File: src/common/iosel_pkg.sv
// constants, register map and mode codes for the timer pair mode selector
//
// Summary of operation
// bits 15:12 of ch4-7 select pair 6/7
// bits 11:8 of ch4-7 select pair 4/5
// separate selector register for channels 8-11
// bits 15:12 of ch8-11 select pair 10/11
// bits 11:8 of ch8-11 select pair 8/9
// ch12-15 selector, fields at 15:12, 11:8
// nine binary mode codes, others prohibited
// software resets timer function before rewriting
// start/stop mode: odd follows even waveform
// simultaneous start only in modes 5, 6
// fields reset to standard; low byte zero
package iosel_pkg;
	// byte addresses of the selector registers
	localparam logic [3:0] ADDR_SEL_CH4_7 = 4'h0;
	localparam logic [3:0] ADDR_SEL_CH8_11 = 4'h4;
	localparam logic [3:0] ADDR_SEL_CH12_15 = 4'h8;
	// field positions inside a selector register
	localparam int HI_FIELD_LSB = 12;
	localparam int LO_FIELD_LSB = 8;
	localparam int FIELD_W = 4;
	// number of channel pairs held here
	localparam int PAIRS = 6;
	// mode codes
	typedef enum logic [3:0] {
		MODE_STANDARD = 4'h0,
		MODE_FULL = 4'h1,
		MODE_SHARED_EXT_TRIG = 4'h2,
		MODE_SHARED_CH_TRIG = 4'h3,
		MODE_START_STOP = 4'h4,
		MODE_SW_START = 4'h5,
		MODE_SW_START_STOP = 4'h6,
		MODE_START = 4'h7,
		MODE_SHARED_TRIG_START_STOP = 4'h8
	} io_mode_t;
	// reset value of every field
	localparam logic [3:0] MODE_RESET = 4'h0;
	localparam logic [3:0] MODE_LAST = 4'h8;
	localparam logic [31:0] READ_ZERO = 32'h0000_0000;

	// a code is legal when it names one of the nine modes
	function automatic logic mode_legal(input logic [3:0] code);
		mode_legal = (code <= MODE_LAST);
	endfunction : mode_legal

	// modes in which the odd channel follows the even waveform edges
	function automatic logic mode_start_stop(input logic [3:0] code);
		mode_start_stop = (code == MODE_START_STOP) ||
			(code == MODE_SW_START_STOP) ||
			(code == MODE_SHARED_TRIG_START_STOP);
	endfunction : mode_start_stop
endpackage : iosel_pkg

File: src/verilog/pair_follow.sv
// odd channel run control for one pair in the start/stop modes
module pair_follow
	import iosel_pkg::*;
(
	// clock and reset
	input wire logic clk_i,
	input wire logic rst_i,
	// mode and even waveform
	input wire logic [3:0] mode_i,
	input wire logic even_wave_i,
	// odd channel controls
	output logic odd_start_o,
	output logic odd_stop_o
);
	// previous waveform level
	logic wave_reg;

	// remember waveform for edge detection
	always_ff @(posedge clk_i or posedge rst_i) begin
		if (rst_i) begin
			wave_reg <= 1'b0;
		end else begin
			wave_reg <= even_wave_i;
		end
	end

	// edge driven start and stop
	always_ff @(posedge clk_i or posedge rst_i) begin
		if (rst_i) begin
			odd_start_o <= 1'b0;
			odd_stop_o <= 1'b0;
		end else begin
			odd_start_o <= mode_start_stop(mode_i) && even_wave_i && !wave_reg;
			odd_stop_o <= mode_start_stop(mode_i) && !even_wave_i && wave_reg;
		end
	end
endmodule : pair_follow

File: src/verilog/io_mode_select.sv
// wishbone selector registers for timer channel pairs 4 to 15
module io_mode_select
	import iosel_pkg::*;
(
	// clock and reset
	input wire logic CLK_SYS_I,
	input wire logic RST_I,
	// wishbone slave
	input wire logic CYC_I,
	input wire logic STB_I,
	input wire logic WE_I,
	input wire logic [3:0] ADR_I,
	input wire logic [3:0] SEL_I,
	input wire logic [31:0] DAT_I,
	output logic [31:0] DAT_O,
	output logic ACK_O,
	// timer function state
	input wire logic TIMER_IN_RESET_I,
	// even channel waveforms, one per pair (pair 4/5 at bit 0)
	input wire logic [5:0] EVEN_WAVE_I,
	// per pair mode codes
	output logic [3:0] PAIR_FOUR_FIVE_MODE_O,
	output logic [3:0] PAIR_SIX_SEVEN_MODE_O,
	output logic [3:0] PAIR_EIGHT_NINE_MODE_O,
	output logic [3:0] PAIR_TEN_ELEVEN_MODE_O,
	output logic [3:0] PAIR_TWELVE_THIRTEEN_MODE_O,
	output logic [3:0] PAIR_FOURTEEN_FIFTEEN_MODE_O,
	// odd channel start and stop pulses
	output logic [5:0] ODD_START_O,
	output logic [5:0] ODD_STOP_O,
	// sticky status: prohibited code or rewrite while timer running
	output logic BAD_CODE_O,
	output logic RUNNING_WRITE_O
);
	// mode fields
	logic [3:0] pair_four_five_mode;
	logic [3:0] pair_six_seven_mode;
	logic [3:0] pair_eight_nine_mode;
	logic [3:0] pair_ten_eleven_mode;
	logic [3:0] pair_twelve_thirteen_mode;
	logic [3:0] pair_fourteen_fifteen_mode;
	// bus request this cycle
	logic req;
	// write strobe on lane 1 (bits 15:8)
	logic wr_lane1;
	// address names one of the three selectors
	logic map_hit;
	// gathered modes for the followers
	logic [3:0] mode_arr [PAIRS];

	assign req = CYC_I && STB_I && !ACK_O;
	assign wr_lane1 = req && WE_I && SEL_I[1];
	assign map_hit = (ADR_I == ADDR_SEL_CH4_7) ||
		(ADR_I == ADDR_SEL_CH8_11) || (ADR_I == ADDR_SEL_CH12_15);

	// single cycle ack, dropped the cycle after
	always_ff @(posedge CLK_SYS_I or posedge RST_I) begin
		if (RST_I) begin
			ACK_O <= 1'b0;
		end else begin
			ACK_O <= req;
		end
	end

	// ch4-7 fields
	always_ff @(posedge CLK_SYS_I or posedge RST_I) begin
		if (RST_I) begin
			pair_six_seven_mode <= MODE_RESET;
			pair_four_five_mode <= MODE_RESET;
		end else if (wr_lane1 && ADR_I == ADDR_SEL_CH4_7) begin
			pair_six_seven_mode <= DAT_I[HI_FIELD_LSB +: FIELD_W];
			pair_four_five_mode <= DAT_I[LO_FIELD_LSB +: FIELD_W];
		end
	end

	// ch8-11 fields
	always_ff @(posedge CLK_SYS_I or posedge RST_I) begin
		if (RST_I) begin
			pair_ten_eleven_mode <= MODE_RESET;
			pair_eight_nine_mode <= MODE_RESET;
		end else if (wr_lane1 && ADR_I == ADDR_SEL_CH8_11) begin
			pair_ten_eleven_mode <= DAT_I[HI_FIELD_LSB +: FIELD_W];
			pair_eight_nine_mode <= DAT_I[LO_FIELD_LSB +: FIELD_W];
		end
	end

	// ch12-15 fields
	always_ff @(posedge CLK_SYS_I or posedge RST_I) begin
		if (RST_I) begin
			pair_fourteen_fifteen_mode <= MODE_RESET;
			pair_twelve_thirteen_mode <= MODE_RESET;
		end else if (wr_lane1 && ADR_I == ADDR_SEL_CH12_15) begin
			pair_fourteen_fifteen_mode <= DAT_I[HI_FIELD_LSB +: FIELD_W];
			pair_twelve_thirteen_mode <= DAT_I[LO_FIELD_LSB +: FIELD_W];
		end
	end

	// read data, low byte and upper half zero
	always_ff @(posedge CLK_SYS_I or posedge RST_I) begin
		if (RST_I) begin
			DAT_O <= READ_ZERO;
		end else if (req && !WE_I) begin
			DAT_O <= READ_ZERO;
			// low byte reads zero
			if (ADR_I == ADDR_SEL_CH4_7) begin
				DAT_O[HI_FIELD_LSB +: FIELD_W] <= pair_six_seven_mode;
				DAT_O[LO_FIELD_LSB +: FIELD_W] <= pair_four_five_mode;
			end else if (ADR_I == ADDR_SEL_CH8_11) begin
				DAT_O[HI_FIELD_LSB +: FIELD_W] <= pair_ten_eleven_mode;
				DAT_O[LO_FIELD_LSB +: FIELD_W] <= pair_eight_nine_mode;
			end else if (ADR_I == ADDR_SEL_CH12_15) begin
				DAT_O[HI_FIELD_LSB +: FIELD_W] <=
					pair_fourteen_fifteen_mode;
				DAT_O[LO_FIELD_LSB +: FIELD_W] <=
					pair_twelve_thirteen_mode;
			end
		end
	end

	// flag prohibited codes, sticky until reset
	always_ff @(posedge CLK_SYS_I or posedge RST_I) begin
		if (RST_I) begin
			BAD_CODE_O <= 1'b0;
		end else if (wr_lane1 && map_hit &&
			(!mode_legal(DAT_I[HI_FIELD_LSB +: FIELD_W]) ||
			!mode_legal(DAT_I[LO_FIELD_LSB +: FIELD_W]))) begin
			BAD_CODE_O <= 1'b1;
		end
	end

	// note rewrites while timer not in reset
	always_ff @(posedge CLK_SYS_I or posedge RST_I) begin
		if (RST_I) begin
			RUNNING_WRITE_O <= 1'b0;
		end else if (wr_lane1 && map_hit &&
			!TIMER_IN_RESET_I) begin
			RUNNING_WRITE_O <= 1'b1;
		end
	end

	// mode outputs are the field flops themselves
	assign PAIR_FOUR_FIVE_MODE_O = pair_four_five_mode;
	assign PAIR_SIX_SEVEN_MODE_O = pair_six_seven_mode;
	assign PAIR_EIGHT_NINE_MODE_O = pair_eight_nine_mode;
	assign PAIR_TEN_ELEVEN_MODE_O = pair_ten_eleven_mode;
	assign PAIR_TWELVE_THIRTEEN_MODE_O = pair_twelve_thirteen_mode;
	assign PAIR_FOURTEEN_FIFTEEN_MODE_O = pair_fourteen_fifteen_mode;

	assign mode_arr[0] = pair_four_five_mode;
	assign mode_arr[1] = pair_six_seven_mode;
	assign mode_arr[2] = pair_eight_nine_mode;
	assign mode_arr[3] = pair_ten_eleven_mode;
	assign mode_arr[4] = pair_twelve_thirteen_mode;
	assign mode_arr[5] = pair_fourteen_fifteen_mode;

	// one follower per pair
	for (genvar g = 0; g < PAIRS; g++) begin : g_pair
		pair_follow u_follow (
			.clk_i(CLK_SYS_I),
			.rst_i(RST_I),
			.mode_i(mode_arr[g]),
			.even_wave_i(EVEN_WAVE_I[g]),
			.odd_start_o(ODD_START_O[g]),
			.odd_stop_o(ODD_STOP_O[g])
		);
	end
endmodule : io_mode_select

File: config.mk
export PLATFORM = sky130hd
export DESIGN_NAME = io_mode_select
export DESIGN_NICKNAME = d
export VERILOG_FILES = /design/src/common/iosel_pkg.sv /design/src/verilog/pair_follow.sv /design/src/verilog/io_mode_select.sv
export SDC_FILE = /design/constraint.sdc
export NUM_CORES = 1
export LEC_CHECK = 0
export ABC_CLOCK_PERIOD_IN_PS = 1700
export BUFFER_PORTS_ARGS = -buffer_cell sky130_fd_sc_hd__buf_2
export CAP_MARGIN = 10
export CORE_MARGIN = 1.5
export CORE_UTILIZATION = 25
export DETAILED_ROUTE_END_ITERATION = 12
export HOLD_SLACK_MARGIN = 0.03
export PLACE_DENSITY = 0.5
export SETUP_SLACK_MARGIN = 0.5
export SLEW_MARGIN = 20
export SYNTH_ARGS = -nofsm -noshare
export SYNTH_HDL_FRONTEND = slang
export SYNTH_SLANG_ARGS = --single-unit
File: constraint.sdc
create_clock -name CLK_SYS_I -period 1.7 [get_ports CLK_SYS_I]
set_clock_uncertainty 0.15 [all_clocks]
set_input_delay 0.255 -clock CLK_SYS_I [delete_from_list [all_inputs] [get_ports CLK_SYS_I]]
set_output_delay 0.255 -clock CLK_SYS_I [all_outputs]
set_load 0.005 [all_outputs]
# Word level (Yosys, flattened, before mapping)
# Cells that the tools add are included.
[totals] reg_bits=53 in_bits=52 wordCells=121
[op_classes] n_lt_le_gt_ge=2 eq_ne=20 n_mux=3 reduce_logical=68
[ops] cell="$eq A4 B3 Y1 const B" n=13
[ops] cell="$logic_and A1 B1 Y1" n=35
[ops] cell="$eq A4 B4 Y1 const B" n=7
[ops] cell="$mux W8" n=3
[ops] cell="$logic_not A1 Y1" n=17
[ops] cell="$logic_or A1 B1 Y1" n=15
[ops] cell="$le A4 B4 Y1 const B" n=2
[ops] cell="$logic_not A4 Y1" n=1

# Longest topological paths before layout
# Gate-level depths: netlist of the first run.
[logic_depth] depth_word=6 mapped_depth=5 depth_no_buf=3

# Hierarchy
# Synthesis of the first run repeated with hierarchy kept, for this count alone.
[unflattened] hier_cells=202 area_unflattened_um2=2537.4
[by_module_without_submodules] mod="io_mode_select" n_inst=1 cells_each=142 area_per_inst_um2=1779.2 seq_area_each_um2=875.8
[by_module_without_submodules] mod="pair_follow" n_inst=6 cells_each=10 area_per_inst_um2=126.4 seq_area_each_um2=75.1

# Worst setup path before layout of the first run
# Ideal clock, no wire load.
[synth_timing] kind="register to register" start="register ACK_O" end="register pair_four_five_mode[0], in the netlist PAIR_FOUR_FIVE_MODE_O[0]" setup_time_ns=0.125 t_arrival_ns=1.346 required_ns=1.425 setup_slack_ns=0.079 stages_incl_launch_ff=6 period_less_slack_ns=1.621 cell_sequence="dfrtp_1 -> and3b_1 -> buf_2 -> and4b_1 -> buf_6 -> mux2_4"
[synth_between] elab_chain_cells=5
[synth_lines] element="start: declaration" line="io_mode_select.sv:16" rtl="output logic ACK_O,"
[synth_lines] element="start signal: assignment" line="io_mode_select.sv:61" rtl="ACK_O <= req;"
[synth_lines] element="$logic_not A1 Y1" line="io_mode_select.sv:51" rtl="assign req = CYC_I && STB_I && !ACK_O;"
[synth_lines] element="$logic_and A1 B1 Y1" line="io_mode_select.sv:51"
[synth_lines] element="via req" line="io_mode_select.sv:43" rtl="logic req;"
[synth_lines] element="$logic_and A1 B1 Y1 (2 in a row)" line="io_mode_select.sv:52" rtl="assign wr_lane1 = req && WE_I && SEL_I[1];"
[synth_lines] element="$logic_and A1 B1 Y1" line="io_mode_select.sv:70" rtl="end else if (wr_lane1 && ADR_I == ADDR_SEL_CH4_7) begin"
[synth_lines] element="end signal: assignment" line="io_mode_select.sv:72" rtl="pair_four_five_mode <= DAT_I[LO_FIELD_LSB +: FIELD_W];"
[synth_lines] element="end: declaration" line="io_mode_select.sv:36" rtl="logic [3:0] pair_four_five_mode;"
# The timed path passes the listed nets, and every way through them passes these cells.
# A chain may end at the register's enable or synchronous reset.

# Final worst setup path of the first run
[layout_timing] start="register ACK_O" end="register pair_four_five_mode[3], in the netlist PAIR_FOUR_FIVE_MODE_O[3]"
[layout_between] elab_chain_cells=5
[layout_lines] element="$logic_not A1 Y1" line="io_mode_select.sv:51"
[layout_lines] element="$logic_and A1 B1 Y1" line="io_mode_select.sv:51"
[layout_lines] element="$logic_and A1 B1 Y1 (2 in a row)" line="io_mode_select.sv:52"
[layout_lines] element="$logic_and A1 B1 Y1" line="io_mode_select.sv:70"
# Every way passes these cells.

==> results of run 1 <==
layer usage:
metal  up-vias  routed length, µm
met5         -                  0
met4         0                 53
met3         6                340
met2        59               3310
met1       969               2960
li1        898                  -
metrics by stage:
stage                     area (µm²)  setup TNS [ps]  std cells  hold slack [ps]
after floorplan                 2730               0        231              136
after global placement          3030            -311        403              203
after detailed placement        3030            -526        403              205
after CTS                       3530               0        447             66.4
after global routing            3800               0        454             71.0
final                           3800               0        454             72.9
power by group through the flow:
stage	clock network, mW	logic, mW	registers, mW
2_1_floorplan	0	0.257	1.42
3_3_place_gp	0	0.369	1.43
3_5_place_dp	0	0.374	1.43
4_1_cts	1.05	0.488	1.39
5_1_grt	1.09	0.609	1.41
6_report	1.02	0.559	1.40
final cells by class:
class                           instances  area, µm²  share of cell area, %
Timing Repair Buffer                  126        855                   22.5
Clock buffer                            5       68.8                   1.81
Inverter                                2       11.3                  0.297
Sequential cell                        53       1330                   35.1
Multi-Input combinational cell        132       1300                   34.2
Tap cell                              133        166                   4.38
Clock inverter                          3       65.1                   1.71
cells by family (layout without fill, tap and decap cells):
family | count (synthesis) | after routing
other | 1 | 24
AO/OA/AOI/OAI | 34 | 34
flip-flops | 53 | 53
AND/OR/NAND/NOR | 50 | 50
buffers and inverters | 46 | 136
multiplexers | 24 | 24
layout by cell type (no fill, tap or decap), drive strengths merged, types with 2 or more instances in the layout:
master,synthesis,layout
dlygate4sd3,0,8
nor3b,18,18
conb,1,24
nand2,9,9
o21bai,8,8
mux2,24,24
buf,42,118
a21boi,8,8
clkbuf,2,5
o41ai,8,8
bufinv,0,2
nor3,8,8
dfrtp,53,53
nor2b,6,6
o21ai,8,8
worst max-delay path, stage by stage, from the launching register on:
cell	delay, ps
dfrtp_1	390
and3b_2	280
and4b_1	250
buf_12	150
mux2_4	300
repair_timing:
action                                  in CTS  in global routing
endpoints found under the setup margin      92                 93
resized for setup                           15                 41
gates cloned                                 1                  0
buffers inserted                            27                  7
hold endpoints to repair                    66                  0
hold buffers                                 8                  0
pin swaps                                    9                  8
worst min path at each step:
stage / endpoint / depth (start not counted)
2_1_floorplan: g_pair[0].u_follow.wave_reg / 0
3_3_place_gp: g_pair[3].u_follow.odd_stop_o / 3
3_5_place_dp: g_pair[3].u_follow.odd_stop_o / 3
4_1_cts: PAIR_SIX_SEVEN_MODE_O[3] / 2
5_1_grt: PAIR_SIX_SEVEN_MODE_O[3] / 2
6_report: PAIR_SIX_SEVEN_MODE_O[3] / 2
==> key figures, run 1 <==
STA
  – Period utilization: 96.5%
  – Fmax: 610 MHz
  – Setup ws final: 60.2 ps
  – Final setup violation count: 0
  – Max-slew violations: 0
  – Final Hold Vio Count: 0
  – RSZ-0062 raised after global routing: true
  – Minimum clock period: 1640 ps

Final layout
  – Final Util: 38.9%
  – Max reg flops: 8
  – Ant diodes: 0
  – Register name with the most flops: DAT_O
  – Fin nets: 372
  – Layout cell share with drive strength beyond 1: 62.0%
  – P&R area growth vs syn: 50.2%
  – Fillers: 980

Logic synthesis
  – Post-synthesis simple-gate area fraction: 13.1%
  – Synth Area in Adders: 0%
  – Largest family of logic cells by synthesized area: simple AND/OR/NAND/NOR gates
  – Yosys cell types: 28
  – Post-synthesis xor/xnor area fraction: 0%
  – Synth async-reset ratio: 100%
  – Ys Warns: 0
  – Syn avg cell area: 12.2 µm²
  – Post-synth top flop: dfrtp_1
  – Compound-cell area share of the yosys netlist: 9.65%
  – Post-synth EDFFs: 0
  – Synth area leaders: dfrtp_1 (52%), buf_4 (11%), mux2_2 (7.1%), nor3b_1 (5.3%), mux2_4 (4.8%)
  – Mux cell area share after synthesis: 11.9%
  – #FFs+latches synth: 53
  – Most frequent cell after synthesis: dfrtp_1
  – Post-synth top area share: 52.5%
  – Mapped cell area: 2530 µm²
  – Syn Inst Count: 208
  – Synth area leader: dfrtp_1
  – Seq/Total Area, Yosys: 52.5%
  – Commonest cells in the netlist: dfrtp_1 (53), buf_4 (36), nor3b_1 (18), mux2_2 (16), nand2_1 (9)

Global routing
  – Met2 usage: 19.5%
  – GRT met1 Usage: 16.1%
  – Layer with the highest usage: met2
  – Initial antenna violation count: 0
  – Total GRT Usage: 12.1%
  – Largest net degree at the start of global routing: 54
  – Routing usage on met3: 3.21%
  – Total grt overflow: 0
  – First-pass GRT wire length: 10300 µm
  – Vias in the first global route: 1891

Route
  – Vias: 1932
  – DRC: 0
  – DRT Pass-1 Iters: 4
  – Routed WL: 6670 µm
  – Drt wl/cell: 14.7 µm
  – Post-DRT Antenna Nets: 0
  – DR iter-0 viols: 52
  – Via density per instance: 4.26

Worst setup path
  – Worst endpoint required time: 1750 ps
  – Crit path max fanout: 8
  – FF-to-FF Start: ACK_O
  – R2R Path End: PAIR_FOUR_FIVE_MODE_O[3]
  – CP endpoint kind: register
  – Startpoint Class: register
  – Critical Path AT: 1680 ps
  – Worst setup path endpoint: PAIR_FOUR_FIVE_MODE_O[3]
  – R2R depth: 4
  – Crit path launch: ACK_O
  – Setup CP Type: register to register
  – Worst reg-to-reg setup slack: 60 ps

Job
  – Max-capacitance violation count: 0

Power
  – Sw Pwr: 0.754 mW
  – PD cells: 784 nW/µm²
  – Clock Power Share: 34.3%
  – Peak supply drop: 313 µV
  – Combinational share of power: 18.8%
  – Int Power: 2.22 mW
  – Seq pwr share: 47.0%
  – Switch share: 25.3%
  – Total power: 2.98 mW
  – Leakage: 2.02 nW

CTS
  – H-tree level count: 2
  – Clock-pin slew on the worst setup and hold paths: 100 ps
  – Num CTS Buffers: 5
  – Root buffer cell: clkbuf_8
  – Sink Count: 53
  – CTS tree: done
  – CTS Buffer Depth: 2
  – Worst skew pair latency: 300 ps

Floorplan
  – DIE AREA: 10700 µm²
  – Floorplan row count: 36
  – Starting density of the core: 25.9%
  – Chip height: 104 µm
  – Die W: 104 µm
  – # IOs: 123
  – CORE AREA: 9770 µm²

Status
  – Status: finished, final reports clean

Placement
  – Port bufs: 71
  – Placer congestion estimate: 0.754
  – Dpl ws: -71.4 ps
  – Post-DP HPWL: 4390 µm

Hold path
  – Worst Hold Launch: DAT_I[15]
  – Hold Crit Class: primary input to register
Note: power is estimated with default switching activity, not from simulation.
==> run 2: changes to the inputs <==
--- a/config.mk
+++ b/config.mk
@@ -8,11 +8,13 @@
 export ABC_CLOCK_PERIOD_IN_PS = 1700
 export BUFFER_PORTS_ARGS = -buffer_cell sky130_fd_sc_hd__buf_2
 export CAP_MARGIN = 10
+export CELL_PAD_IN_SITES_DETAIL_PLACEMENT = 1
+export CELL_PAD_IN_SITES_GLOBAL_PLACEMENT = 2
 export CORE_MARGIN = 1.5
 export CORE_UTILIZATION = 25
 export DETAILED_ROUTE_END_ITERATION = 12
 export HOLD_SLACK_MARGIN = 0.03
-export PLACE_DENSITY = 0.5
+export PLACE_DENSITY = 0.76
 export SETUP_SLACK_MARGIN = 0.5
 export SLEW_MARGIN = 20
 export SYNTH_ARGS = -nofsm -noshare
==> key figures, run 2 (synthesis gave the netlist of run 1 again) <==
Power
  – Peak supply drop: 358 µV (+14%)
  – Total power: 2.69 mW (-9.8%)
  – Leakage: 1.96 nW (-2.8%)
  – PD cells: 720 nW/µm² (-8.2%)

STA
  – Hold WS: 79.0 ps (+6.18 ps)
  – Final setup violation count: 0 (unchanged)
  – RSZ-0062 raised after global routing: true
  – Final Hold Vio Count: 0 (unchanged)
  – Period utilization: 99.1% (+2.6 points)
  – Max-slew violations: 0 (unchanged)
  – Minimum clock period: 1680 ps (+45.0 ps)
  – Fmax: 594 MHz (-2.7%)
  – Setup ws final: 15.2 ps (-45.0 ps)

Worst setup path
  – Worst endpoint required time: 1740 ps (about the same)
  – Critical Path AT: 1720 ps (+40 ps)
  – Crit path max fanout: 4 (-4)
  – Setup CP Type: register to register
  – Startpoint Class: register
  – CP endpoint kind: register

CTS
  – CTS tree: done
  – Num CTS Buffers: 5 (unchanged)
  – CTS Buffer Depth: 2 (unchanged)
  – Worst skew pair latency: 300 ps (about the same)
  – Sink Count: 53 (unchanged)
  – Root buffer cell: clkbuf_8
  – Clock-pin slew on the worst setup and hold paths: 100 ps (about the same)
  – H-tree level count: 2 (unchanged)

Placement
  – Dpl ws: -60.8 ps (+10.6 ps)
  – Placer congestion estimate: 0.748 (-0.70%)
  – Post-DP HPWL: 4640 µm (+5.5%)
  – Port bufs: 71 (unchanged)
  – Dpl cell area: 3020 µm² (-0.17%)

Route
  – DRT Pass-1 Iters: 3 (-1)
  – Drt wl/cell: 15.1 µm (+2.9%)
  – Routed WL: 6910 µm (+3.6%)
  – DRC: 0 (unchanged)
  – Via density per instance: 4.30 (+1.1%)
  – DR iter-0 viols: 37 (-29%)
  – Vias: 1966 (+1.8%)
  – Post-DRT Antenna Nets: 0 (unchanged)

Final layout
  – P&R area growth vs syn: 47.6%
  – Max reg flops: 8 (unchanged)
  – Final Util: 38.2% (-0.68 points)
  – Design area: 3730 µm² (-1.7%)
  – Layout cell share with drive strength beyond 1: 63.0% (+0.97 points)
  – Register name with the most flops: DAT_O
  – Most frequent cells in the layout: buf_2 (70), dfrtp_1 (47), buf_4 (42), conb_1 (24)
  – Fillers: 1103 (+13%)
  – Ant diodes: 0 (unchanged)
  – Fin nets: 376 (+1.1%)
  – Most common cell after layout, fill and taps aside: buf_2

Floorplan
  – CORE AREA: 9770 µm² (unchanged)
  – # IOs: 123 (unchanged)
  – DIE AREA: 10700 µm² (unchanged)
  – Floorplan row count: 36 (unchanged)
  – Chip height: 104 µm (unchanged)
  – Starting density of the core: 25.9% (unchanged)
  – Die W: 104 µm (unchanged)

Global routing
  – Total grt overflow: 0 (unchanged)
  – Total GRT Usage: 12.6% (+0.49 points)
  – Initial antenna violation count: 0 (unchanged)
  – Largest net degree at the start of global routing: 54 (unchanged)
  – Vias in the first global route: 2022 (+6.9%)
  – First-pass GRT wire length: 10600 µm (+2.7%)

Status
  – Status: finished, final reports clean

Job
  – Max-capacitance violation count: 0 (unchanged)

Hold path
  – Hold Crit Class: primary input to register
## run 2: timing repair
| item | 4_1_cts | 5_1_grt |
|---|---|---|
| setup buffers | 32 | 6 |
| hold buffers | 8 | 0 |
| pin swaps | 10 | 15 |
| gates resized for setup | 12 | 41 |
| setup endpoints to repair | 83 | 93 |
| endpoints found under the hold margin | 66 | 0 |
## run 2: layer usage
layer  vias up  wire length, µm  track usage, %
met5         -                0               0
met1      1000             2980            15.2
met4         0              123            4.07
met3         9              337            3.40
li1        902                -               -
met2        55             3470            21.8
## run 2: area by class of cell
class                      instances  area (µm²)  share of cell area (%)
clock buffer                       6        82.6                    2.21
timing repair buffer             130         876                    23.5
multi-input combinational        132        1250                    33.6
sequential                        53        1330                    35.7
clock inverter                     1        7.51                   0.201
inverter                           2        11.3                   0.302
tap                              133         166                    4.46
## run 2: path summary, 6_finish.rpt
check                                             endpoint  slack (ps)  cells after the start                   startpoint
max                               PAIR_FOUR_FIVE_MODE_O[0]          20                      4                        ACK_O
min                         PAIR_TWELVE_THIRTEEN_MODE_O[2]          80                      2                    DAT_I[10]
max reg2reg                       PAIR_FOUR_FIVE_MODE_O[0]          20                      4                        ACK_O
min reg2reg                 g_pair[5].u_follow.odd_start_o         280                      1  g_pair[5].u_follow.wave_reg
max in group asynchronous  PAIR_FOURTEEN_FIFTEEN_MODE_O[3]         710                      4                        RST_I
min in group asynchronous         PAIR_FOUR_FIVE_MODE_O[1]         420                      4                        RST_I
## run 2: power breakdown
part / switching [mW] / total (mW) / internal (mW)
logic: 0.246 / 0.547 / 0.301
registers: 0.0665 / 1.41 / 1.34
clock network: 0.411 / 0.734 / 0.323
total: 0.723 / 2.69 / 1.96
## run 2: through the flow
step           setup TNS (ps)  instances
2_1_floorplan               0        231
4_1_cts                     0        451
3_5_place_dp             -433        404
3_3_place_gp             -381        404
6_report                    0        457
5_1_grt                  -247        457
## run 2: worst max-delay path, cell delays in order (launching register included)
cell and delay, ps:
dfrtp_1 420, and3b_2 290, and4b_2 270, buf_6 140
mux2_4 300
